===== src/hdl/pcm_defines.svh =====
`ifndef PCM_DEFINES_SVH
`define PCM_DEFINES_SVH
// line framing
`define PCM_POS_LAST 8'hff
`define PCM_POS_ABIT 8'h02
`define PCM_POS_FAS_LAST 8'h07
`define PCM_FAS_WORD 7'h1b
`define PCM_MFAS_WORD 6'h0b
`define PCM_MFAS_FRAME 4'hb
`define PCM_E1_FRAME 4'hd
`define PCM_E2_FRAME 4'hf
// crc-4, x^4 + x + 1
`define PCM_CRC_POLY 4'h3
`define PCM_CRC_RESET 4'h0
// per-second counting
`define PCM_CNT_W 13
`define PCM_RNCI_LIMIT 13'h3de
`define PCM_RNCI_SECS 3'h5
`define PCM_RDI_FRAMES 5
`endif


===== src/hdl/pcm_pkg.sv =====
`include "pcm_defines.svh"
package pcm_pkg;
  typedef logic [`PCM_CNT_W-1:0] pcm_count_t;
  // one second worth of performance data
  typedef struct packed {
    pcm_count_t near_count;
    logic near_ds;
    pcm_count_t far_count;
    logic far_ds;
  } pcm_second_s;
  // multiframe search, gray along hunt -> lock -> lost
  typedef enum logic [1:0] {
    PCM_HUNT = 2'h0,
    PCM_LOCK = 2'h1,
    PCM_LOST = 2'h3
  } pcm_mf_e;
endpackage : pcm_pkg


===== src/hdl/pcm_path_monitor.sv =====
`include "pcm_defines.svh"
// Operation
// - Check bits of each submultiframe are compared with the crc-4 of the previous one.
// - The A bit gives the remote defect, one meaning far receiver defect, zero normal.
// - Each E bit at zero is one far-end errored block and is counted.
// - Degraded and remote defect states are derived by persistence filters.
// - Interworking status sets after five seconds of far count above 990 without far ds.
// - Interworking status clears after five seconds of far count below 990 or far ds.
// - Interworking status only means something in automatic interworking mode.
// - Remote defect cause is defect and monitoring and its report enable.
// - A select input picks align word errors or crc violations as block errors.
// - With crc select low any errored align word bit errors the near block.
// - With crc select high multiframe loss makes a near-end defect second.
// - Far-end blocks accumulate only while crc counting is selected.
// - The count source choice is independent of the interworking mode input.
module pcm_path_monitor import pcm_pkg::*; #(
  parameter int RDI_FRAMES = `PCM_RDI_FRAMES,
  parameter int DEG_W = 4
) (
  input wire logic clock, // 125 mhz system clock
  input wire logic rst_b, // async reset, active low
  input wire logic line_clk, // line bit clock, async
  input wire logic line_data, // line data
  input wire logic line_frame_start, // high with first bit of a frame
  input wire logic server_fail_in, // upstream server fail, async
  input wire logic multiframe_loss_in, // upstream multiframe loss, async
  input wire logic equipment_defect, // local equipment defect
  input wire logic one_second_tick, // one-cycle pulse per second
  input wire logic monitoring_active, // monitoring enabled
  input wire logic remote_defect_report_en, // report remote defect cause
  input wire logic server_fail_report_en, // report server fail cause
  input wire logic crc_count_select, // 1 crc-4, 0 align word errors
  input wire logic auto_interwork_mode, // upstream in automatic interworking
  input wire logic [DEG_W-1:0] deg_seconds, // bad seconds to declare degrade
  input wire logic [`PCM_CNT_W-1:0] deg_threshold, // errored blocks for a bad second
  output logic trail_fail_out, // trail signal fail
  output logic trail_degrade_out, // trail signal degrade
  output logic degrade_fault_cause, // degrade cause
  output logic remote_defect_fault_cause, // remote defect cause
  output logic server_fail_fault_cause, // server fail cause
  output logic remote_defect, // filtered remote defect
  output logic degraded_defect, // filtered degrade
  output logic crc_interwork_status, // interworking status
  output logic near_block_error, // pulse, near-end errored block
  output logic far_block_error, // pulse, far-end errored block
  output logic align_word_error, // pulse, errored align word
  output logic perf_valid, // pulse, perf_second updated
  output pcm_second_s perf_second // last second's results
);
  if (RDI_FRAMES < 1 || RDI_FRAMES > 255) begin : g_bad_rdi
    $error("RDI_FRAMES out of range");
  end
  if (DEG_W < 1 || DEG_W > 16) begin : g_bad_deg
    $error("DEG_W out of range");
  end

  logic [2:0] ck_sync;
  logic [1:0] d_sync;
  logic [1:0] fs_sync;
  logic [1:0] sf_sync;
  logic [1:0] lom_sync;

  // two stages on line data, frame start, server fail and multiframe loss, three on the line clock; edges seen on the second and third
  always_ff @(posedge clock or negedge rst_b) begin
    if (!rst_b) begin
      ck_sync <= 3'h0;
      d_sync <= 2'h0;
      fs_sync <= 2'h0;
      sf_sync <= 2'h0;
      lom_sync <= 2'h0;
    end else begin
      ck_sync <= {ck_sync[1:0], line_clk};
      d_sync <= {d_sync[0], line_data};
      fs_sync <= {fs_sync[0], line_frame_start};
      sf_sync <= {sf_sync[0], server_fail_in};
      lom_sync <= {lom_sync[0], multiframe_loss_in};
    end
  end

  wire bit_en = ck_sync[1] && !ck_sync[2];
  wire line_bit = d_sync[1];
  wire server_fail = sf_sync[1];
  wire mf_loss = lom_sync[1];

  logic [7:0] bit_pos;
  logic [3:0] frm;
  logic si_bit;
  logic [4:0] mfas_sh;
  logic [3:0] rx_c;
  logic fas_acc;
  pcm_mf_e mf_state;
  pcm_mf_e next_mf_state;

  // position within frame and frame type
  wire [7:0] cur_pos = fs_sync[1] ? 8'h00 : bit_pos;
  wire pos_si = cur_pos == 8'h00;
  wire pos_nfas_ind = cur_pos == 8'h01;
  wire nfas = frm[0];
  wire mf_lock = mf_state == PCM_LOCK;
  wire mfas_hit = bit_en && pos_nfas_ind && line_bit && ({mfas_sh, si_bit} == `PCM_MFAS_WORD);

  // pattern bit for align word positions 1..7, msb first
  wire [6:0] fas_word = `PCM_FAS_WORD;
  wire [2:0] fas_idx = 3'(`PCM_POS_FAS_LAST - cur_pos);
  wire fas_pos = !nfas && cur_pos >= 8'h01 && cur_pos <= `PCM_POS_FAS_LAST;
  wire fas_bit_bad = fas_pos && (line_bit != fas_word[fas_idx]);
  wire fas_evt = bit_en && !nfas && cur_pos == `PCM_POS_FAS_LAST && (fas_acc || fas_bit_bad);

  // frame counter; parity follows the received frame type only while not locked (hunt or lost)
  always_ff @(posedge clock or negedge rst_b) begin
    if (!rst_b) begin
      bit_pos <= 8'h00;
      frm <= 4'h0;
      si_bit <= 1'b0;
      mfas_sh <= 5'h00;
    end else if (bit_en) begin
      bit_pos <= 8'(cur_pos + 1'b1);
      if (pos_si) si_bit <= line_bit;
      if (pos_nfas_ind && line_bit) mfas_sh <= {mfas_sh[3:0], si_bit};
      if (cur_pos == `PCM_POS_LAST) frm <= 4'(frm + 1'b1);
      else if (mfas_hit && !mf_lock) frm <= `PCM_MFAS_FRAME;
      else if (pos_nfas_ind && !mf_lock) frm <= line_bit ? (frm | 4'h1) : (frm & 4'he);
    end
  end

  // multiframe search; upstream loss forces a new hunt
  always_comb begin
    next_mf_state = mf_state;
    case (mf_state)
      PCM_HUNT: if (mfas_hit) next_mf_state = PCM_LOCK;
      PCM_LOCK: if (mf_loss) next_mf_state = PCM_LOST;
      PCM_LOST: if (!mf_loss) next_mf_state = PCM_HUNT;
      default: next_mf_state = PCM_HUNT;
    endcase
  end

  always_ff @(posedge clock or negedge rst_b) begin
    if (!rst_b) mf_state <= PCM_HUNT;
    else mf_state <= next_mf_state;
  end

  // check bits sit in bit 1 of each align frame, c1 first
  always_ff @(posedge clock or negedge rst_b) begin
    if (!rst_b) begin
      rx_c <= 4'h0;
      fas_acc <= 1'b0;
    end else if (bit_en) begin
      if (pos_si && !nfas) rx_c[~frm[2:1]] <= line_bit;
      // restart at the first pattern bit, but keep an error seen on that bit
      if (fas_pos) fas_acc <= ((cur_pos != 8'h01) && fas_acc) || fas_bit_bad;
    end
  end

  wire crc_check = bit_en && pos_nfas_ind && !nfas && frm[2:1] == 2'h3 && mf_lock;
  wire crc_bit = (pos_si && !nfas) ? 1'b0 : line_bit;
  wire smf_start = pos_si && frm[2:0] == 3'h0;
  wire crc_mismatch;

  pcm_crc4 u_crc (
    .clock(clock),
    .rst_b(rst_b),
    .clear(!mf_lock),
    .bit_en(bit_en),
    .bit_in(crc_bit),
    .smf_start(smf_start),
    .check(crc_check),
    .rx_crc(rx_c),
    .mismatch(crc_mismatch)
  );

  // e bits in frames 13 and 15, a zero flags a far errored block
  wire e_pos = pos_si && (frm == `PCM_E1_FRAME || frm == `PCM_E2_FRAME);
  wire far_evt = bit_en && e_pos && mf_lock && !line_bit;
  wire a_eval = bit_en && nfas && cur_pos == `PCM_POS_ABIT;

  pcm_persist #(.W(8)) u_rdi (
    .clock(clock),
    .rst_b(rst_b),
    .clear(server_fail),
    .eval(a_eval),
    .set_cond(line_bit),
    .clr_cond(!line_bit),
    .consec(8'(RDI_FRAMES)),
    .state(remote_defect)
  );

  // error source chosen here only, whatever the upstream mode
  always_ff @(posedge clock or negedge rst_b) begin
    if (!rst_b) begin
      near_block_error <= 1'b0;
      far_block_error <= 1'b0;
      align_word_error <= 1'b0;
    end else begin
      near_block_error <= crc_count_select ? crc_mismatch : fas_evt;
      far_block_error <= far_evt && crc_count_select;
      align_word_error <= fas_evt;
    end
  end

  // consequent actions and correlations, all registered
  always_ff @(posedge clock or negedge rst_b) begin
    if (!rst_b) begin
      trail_fail_out <= 1'b0;
      trail_degrade_out <= 1'b0;
      degrade_fault_cause <= 1'b0;
      remote_defect_fault_cause <= 1'b0;
      server_fail_fault_cause <= 1'b0;
    end else begin
      trail_fail_out <= server_fail;
      trail_degrade_out <= degraded_defect;
      degrade_fault_cause <= degraded_defect && monitoring_active;
      remote_defect_fault_cause <= remote_defect && monitoring_active
                                   && remote_defect_report_en;
      server_fail_fault_cause <= server_fail && monitoring_active
                                 && server_fail_report_en;
    end
  end

  // counts saturate rather than wrap, a wrapped second would look clean
  function automatic pcm_count_t sat_inc(input pcm_count_t a, input logic inc);
    return (inc && a != '1) ? `PCM_CNT_W'(a + 1'b1) : a;
  endfunction : sat_inc

  pcm_count_t near_acc;
  pcm_count_t far_acc;
  logic near_ds_acc;
  logic far_ds_acc;
  wire near_ds_evt = trail_fail_out || (mf_loss && crc_count_select)
                     || equipment_defect;

  // events in the tick cycle go into the closing second, none lost
  always_ff @(posedge clock or negedge rst_b) begin
    if (!rst_b) begin
      near_acc <= '0;
      far_acc <= '0;
      near_ds_acc <= 1'b0;
      far_ds_acc <= 1'b0;
      perf_second <= '0;
      perf_valid <= 1'b0;
    end else begin
      perf_valid <= one_second_tick;
      if (one_second_tick) begin
        perf_second.near_count <= sat_inc(near_acc, near_block_error);
        perf_second.near_ds <= near_ds_acc || near_ds_evt;
        perf_second.far_count <= sat_inc(far_acc, far_block_error);
        perf_second.far_ds <= far_ds_acc || remote_defect;
        near_acc <= '0;
        far_acc <= '0;
        near_ds_acc <= 1'b0;
        far_ds_acc <= 1'b0;
      end else begin
        near_acc <= sat_inc(near_acc, near_block_error);
        far_acc <= sat_inc(far_acc, far_block_error);
        near_ds_acc <= near_ds_acc || near_ds_evt;
        far_ds_acc <= far_ds_acc || remote_defect;
      end
    end
  end

  // degrade: consecutive seconds at or above the threshold
  pcm_persist #(.W(DEG_W)) u_deg (
    .clock(clock),
    .rst_b(rst_b),
    .clear(1'b0),
    .eval(perf_valid),
    .set_cond(perf_second.near_count >= deg_threshold),
    .clr_cond(perf_second.near_count < deg_threshold),
    .consec(deg_seconds),
    .state(degraded_defect)
  );

  // exactly 990 without far ds counts toward neither, so both runs restart
  wire rnci_set = perf_second.far_count > `PCM_RNCI_LIMIT && !perf_second.far_ds;
  wire rnci_clr = perf_second.far_count < `PCM_RNCI_LIMIT || perf_second.far_ds;

  pcm_persist #(.W(3)) u_rnci (
    .clock(clock),
    .rst_b(rst_b),
    .clear(!auto_interwork_mode),
    .eval(perf_valid),
    .set_cond(rnci_set),
    .clr_cond(rnci_clr),
    .consec(`PCM_RNCI_SECS),
    .state(crc_interwork_status)
  );
endmodule : pcm_path_monitor


===== src/hdl/pcm_crc4.sv =====
`include "pcm_defines.svh"
module pcm_crc4 import pcm_pkg::*; (
  input wire logic clock, // system clock
  input wire logic rst_b, // async reset, active low
  input wire logic clear, // drop history
  input wire logic bit_en, // one line bit this cycle
  input wire logic bit_in, // line bit, check bits zeroed
  input wire logic smf_start, // bit_en is first bit of a submultiframe
  input wire logic check, // rx_crc complete
  input wire logic [3:0] rx_crc, // received check bits, first bit msb
  output logic mismatch // one-cycle pulse
);
  logic [3:0] crc;
  logic [3:0] held;
  logic held_ok;
  logic primed;

  // serial division of message times x^4
  function automatic logic [3:0] crc_step(input logic [3:0] r, input logic b);
    return {r[2:0], 1'b0} ^ ((b ^ r[3]) ? `PCM_CRC_POLY : 4'h0);
  endfunction : crc_step

  wire [3:0] next_crc = crc_step(smf_start ? `PCM_CRC_RESET : crc, bit_in);

  // remainder of a finished block is held for the next block's check bits;
  // a block cut short by the lock is never judged, primed marks a whole one
  always_ff @(posedge clock or negedge rst_b) begin
    if (!rst_b) begin
      crc <= `PCM_CRC_RESET;
      held <= `PCM_CRC_RESET;
      held_ok <= 1'b0;
      primed <= 1'b0;
    end else if (clear) begin
      crc <= `PCM_CRC_RESET;
      held_ok <= 1'b0;
      primed <= 1'b0;
    end else if (bit_en) begin
      crc <= next_crc;
      if (smf_start) begin
        held <= crc;
        held_ok <= primed;
        primed <= 1'b1;
      end
    end
  end

  // first block after lock has no predecessor, so no verdict
  always_ff @(posedge clock or negedge rst_b) begin
    if (!rst_b) begin
      mismatch <= 1'b0;
    end else begin
      mismatch <= check && held_ok && !clear && (held != rx_crc);
    end
  end
endmodule : pcm_crc4


===== src/hdl/pcm_persist.sv =====
module pcm_persist import pcm_pkg::*; #(
  parameter int W = 8
) (
  input wire logic clock, // system clock
  input wire logic rst_b, // async reset, active low
  input wire logic clear, // hold state cleared
  input wire logic eval, // one observation
  input wire logic set_cond, // observation toward set
  input wire logic clr_cond, // observation toward clear
  input wire logic [W-1:0] consec, // observations needed, 0 acts as 1
  output logic state // filtered state
);
  if (W < 1 || W > 16) begin : g_bad_w
    $error("pcm_persist width out of range");
  end

  logic [W-1:0] run;
  wire toward = state ? clr_cond : set_cond;
  wire [W-1:0] next_run = toward ? W'(run + 1'b1) : '0;
  wire flip = toward && (next_run >= consec);

  // consecutive observations only; one contrary sample restarts the run
  always_ff @(posedge clock or negedge rst_b) begin
    if (!rst_b) begin
      run <= '0;
      state <= 1'b0;
    end else if (clear) begin
      run <= '0;
      state <= 1'b0;
    end else if (eval) begin
      run <= flip ? '0 : next_run;
      state <= flip ? !state : state;
    end
  end
endmodule : pcm_persist


===== config.mk =====
export PLATFORM = sky130hd
export DESIGN_NAME = pcm_path_monitor
export DESIGN_NICKNAME = d
export VERILOG_FILES = /design/src/hdl/pcm_pkg.sv /design/src/hdl/pcm_path_monitor.sv /design/src/hdl/pcm_crc4.sv /design/src/hdl/pcm_persist.sv
export VERILOG_INCLUDE_DIRS = /design/src /design/src/hdl
export SDC_FILE = /design/constraint.sdc
export NUM_CORES = 1
export LEC_CHECK = 0
export ABC_AREA = 1
export BUFFER_PORTS_ARGS = -buffer_cell sky130_fd_sc_hd__buf_4
export CORE_MARGIN = 1
export CORE_UTILIZATION = 34
export CTS_CLUSTER_DIAMETER = 30
export DETAILED_ROUTE_END_ITERATION = 16
export PLACE_DENSITY = 0.5
export SKIP_LAST_GASP = 1
export SLEW_MARGIN = 20
export SYNTH_ARGS = -nofsm -noshare
export SYNTH_HDL_FRONTEND = slang
export SYNTH_SLANG_ARGS = --single-unit
export TNS_END_PERCENT = 20

===== constraint.sdc =====
create_clock -name clock -period 6.9 [get_ports clock]
set_input_delay 0.345 -clock clock [delete_from_list [all_inputs] [get_ports clock]]
set_output_delay 0.345 -clock clock [all_outputs]
set_load 0.05 [all_outputs]

==> results.md <==
* Ys Warns at 0
* Final #Nets at 958
* Clk_skew at 8.975 ps
* Worst slew pin tran at 903.4 ps
* Seq pwr share at 41.9%
* Final cell utilization of the core at 41.77%
* Worst-path maximum fanout at 8
* Syn_area_per_cell at 8.203 um^2
* Initial antenna violation count at 0
* Syn Std Cell Area at 0.006726 mm^2
* Worst setup SP type: flip-flop
* Crit path kind: flip-flop to flip-flop
* H-tree levels at 4
* First-pass GRT wire length at 24390 um
* Post-synth EDFFs at 0
* Clock Latency Late Sink at 420 ps
* Int Pwr at 1.510 mW
* #FFs+latches synth at 130
* Fin. Hold Viols at 0
* Fillers at 2011
* Critical path endpoint category: flip-flop
* Post-synth cell types at 37
* Psw at 0.6403 mW
* # clock sinks at 130
* Sequential share of the synthesized area at 48.36%
* Dpl hpwl at 10410 um
* Peak VDD IR at 189.7 uV
* Pwr/cell area at 265.3 mW/mm^2
* PortBufs at 70
* Clock transition at path regs at 50 ps
* Antenna cells at 0
* R2r setup slk at 4080 ps
* Vias in the first global route at 4946
* Area of the multi-input gates at 0.003020 mm^2
* Root Driver: clkbuf_16
* Number of remaining DRC errors at 0
* Synth area leader: dfrtp_1
* Clock power share at 39.8%
* Synth Instances at 820
* Post-route ant nets at 0
* RSZ-0062 raised after global routing: no
* FP Rows at 51
* Iteration-0 DRC count of the detailed router at 251
* Hold-critical path depth at 1
* Setup violators final at 0
* Max capacitance violation total at 0
* Area Overhead vs Synth at 20.46%
* Top post-synthesis cells by area: dfrtp_1, nand2_1, nor2_1
* Io pins at 71
* Hold_sp: server_fail_in
* Setup Buffers After CTS at 0
* Post-Route WL at 14320 um
* FF-to-FF Start: perf_second[19]$_DFFE_PN0P_
* Post-synth ARST share at 100.0%
* Syn nets at 880
* Gate power share at 18.4%
* Effective utilization at floorplan at 34.67%
* TritonRoute pass-1 iters at 4
* Status: complete, no violations
* GRT Total Usage at 15.51%
* Total global routing overflow at 0
* Die Area at 0.02035 mm^2
* Reg2reg end: u_deg.run[3]$_DFFE_PN0P_
* Pleak at 3.984 nW
* TritonCTS Buffers at 17
* Share of post-route cells with drive strength above 1 at 15.40%
* Worst Hold Path EP: sf_sync[0]$_DFF_PN0_
* CTS tree: yes
* Setup TNS at 0 ps
* Vias/cell at 4.448
* Post_cts resized at 0
* Register area at 0.003253 mm^2
* Die H at 142.7 um
* Fmax at 354.9 MHz
* Top_reg_cell synth: dfrtp_1
* Largest net degree at the start of global routing at 74
* Fin crit share at 40.84%
* Slew Viols, Final at 0
* Core area at 0.01940 mm^2
* Placer Congestion at 0.8466
* Synth top area share at 48.36%
* Max Root-Sink Buffers at 2
* Minimum clock period at 2818 ps
* Via Count at 5222
* R2R cell count at 16
* Relative max-transition margin at 39.77%
* Die Wd at 142.7 um
* CP arrival at 3170 ps
* Hold Path Class: primary input to flip-flop
* CP required at 7260 ps
* Net Sw Frac at 29.78%
* WL/cell at 12.20 um
==> area by class of cell <==
class | count | share of cell area [%]
clock buffer | 25 | 6.362
clock inverter | 5 | 0.6177
inverter | 98 | 4.571
multi-input combinational | 577 | 37.28
sequential | 130 | 40.15
tap | 265 | 4.092
timing repair buffer | 74 | 6.933
==> logic make-up after synthesis <==
family                     count (synthesis)  share of synthesized area (%)
xor gates and xnor gates                  38                          5.060
DFF                                      130                          48.36
and+or+nand+nor                          407                          26.40
AOI/OAI and AO/OA                        103                          8.055
adders and majority gates                 29                          5.394
buffers and inverters                    113                          6.734
==> cell usage after synthesis, types with 2 or more instances <==
cell type	count
inv_2	5
xnor2_1	9
nand3b_1	2
nand2_1	207
nand2_4	3
o22ai_1	3
nand4_1	14
clkbuf_1	9
a21oi_1	14
ha_1	29
nand2_2	12
o21ai_1	17
buf_2	2
dfrtp_1	130
inv_1	91
nor2_4	4
o21ai_0	64
nor3_1	7
nor3_2	2
nand3_1	48
xor2_1	28
or2_2	3
buf_6	3
nor2_2	3
nor2_1	99
==> power by group through the flow <==
stage	clock network [mW]	registers [mW]	logic, mW
after floorplan	0	0.960	0.221
after global placement	0	0.915	0.397
after detailed placement	0	0.914	0.400
after CTS	0.883	0.902	0.402
after global routing	0.918	0.914	0.450
final	0.855	0.901	0.395
==> flip-flops by register name, summed over array words and instances (netlist names), 4 cells and up <==
name and cells:
rx_c 4, u_crc.held 4, far_acc 13, frm 4
u_deg.run 4, near_acc 13, u_rdi.run 8, bit_pos 8
u_crc.crc 4, perf_second 28, mfas_sh 5
==> per-layer routing <==
layer / GRT usage, % / vias up / routed length [um]
met5: 0 / - / 0
met2: 23.99 / 75 / 6289
met3: 3.588 / 18 / 469
met1: 21.09 / 2362 / 7342
met4: 5.772 / 0 / 222
li1: - / 2767 / -
==> worst max-delay path by stage <==
stage                                            from                  endpoint  slack, ps  depth (start not counted)
after floorplan           perf_second[19]$_DFFE_PN0P_  u_deg.run[0]$_DFFE_PN0P_       4160                         17
after global placement              deg_threshold[12]  u_deg.run[1]$_DFFE_PN0P_       4070                         21
after detailed placement            deg_threshold[12]  u_deg.run[0]$_DFFE_PN0P_       4020                         21
after CTS                 perf_second[27]$_DFFE_PN0P_  u_deg.run[0]$_DFFE_PN0P_       4060                         19
after global routing      perf_second[27]$_DFFE_PN0P_  u_deg.run[3]$_DFFE_PN0P_       3740                         19
final                     perf_second[19]$_DFFE_PN0P_  u_deg.run[3]$_DFFE_PN0P_       4080                         16
==> critical path: stages, from the launching register on <==
cell	delay [ps]
dfrtp_1	400
ha_1	310
a21oi_1	140
o21ai_0	100
o21ai_0	210
nand3_1	100
nand2_1	230
inv_1	110
nor2_1	120
ha_1	250
inv_1	60
nor2_1	30
o211ai_1	150
nand3_1	100
nor2_1	260
nand3b_1	120
nand2_1	70
==> timing repair <==
action / CTS / global route
hold endpoints to repair: 57 / 0
hold buffers: 1 / 0
setup endpoints to repair: 0 / 0
==> metrics by stage <==
stage | instances | cell area (um^2) | total power [mW] | hold WS, ps | setup WS, ps
2_1_floorplan | 820 | 6726 | 1.181 | 49.41 | 4159
3_3_place_gp | 1143 | 7527 | 1.312 | 333.2 | 4074
3_5_place_dp | 1143 | 7527 | 1.314 | 336.3 | 4022
4_1_cts | 1174 | 8103 | 2.187 | 10.84 | 4056
5_1_grt | 1174 | 8103 | 2.282 | 10.40 | 3736
6_report | 1174 | 8103 | 2.150 | 31.02 | 4082
==> placed cells by master (no fill, tap or decap), types with 2 or more instances in the layout <==
cell type,count
a21oi_1,14
buf_4,72
clkbuf_1,2
clkbuf_16,17
clkbuf_8,6
clkinv_2,4
dfrtp_1,130
ha_1,29
inv_1,91
inv_2,5
nand2_1,207
nand2_2,12
nand2_4,3
nand3_1,48
nand3b_1,2
nand4_1,14
nor2_1,99
nor2_2,3
nor2_4,4
nor3_1,7
nor3_2,2
o21ai_0,64
o21ai_1,17
o22ai_1,3
or2_2,3
xnor2_1,9
xor2_1,28
No activity file was read; power rests on OpenSTA's default activity.
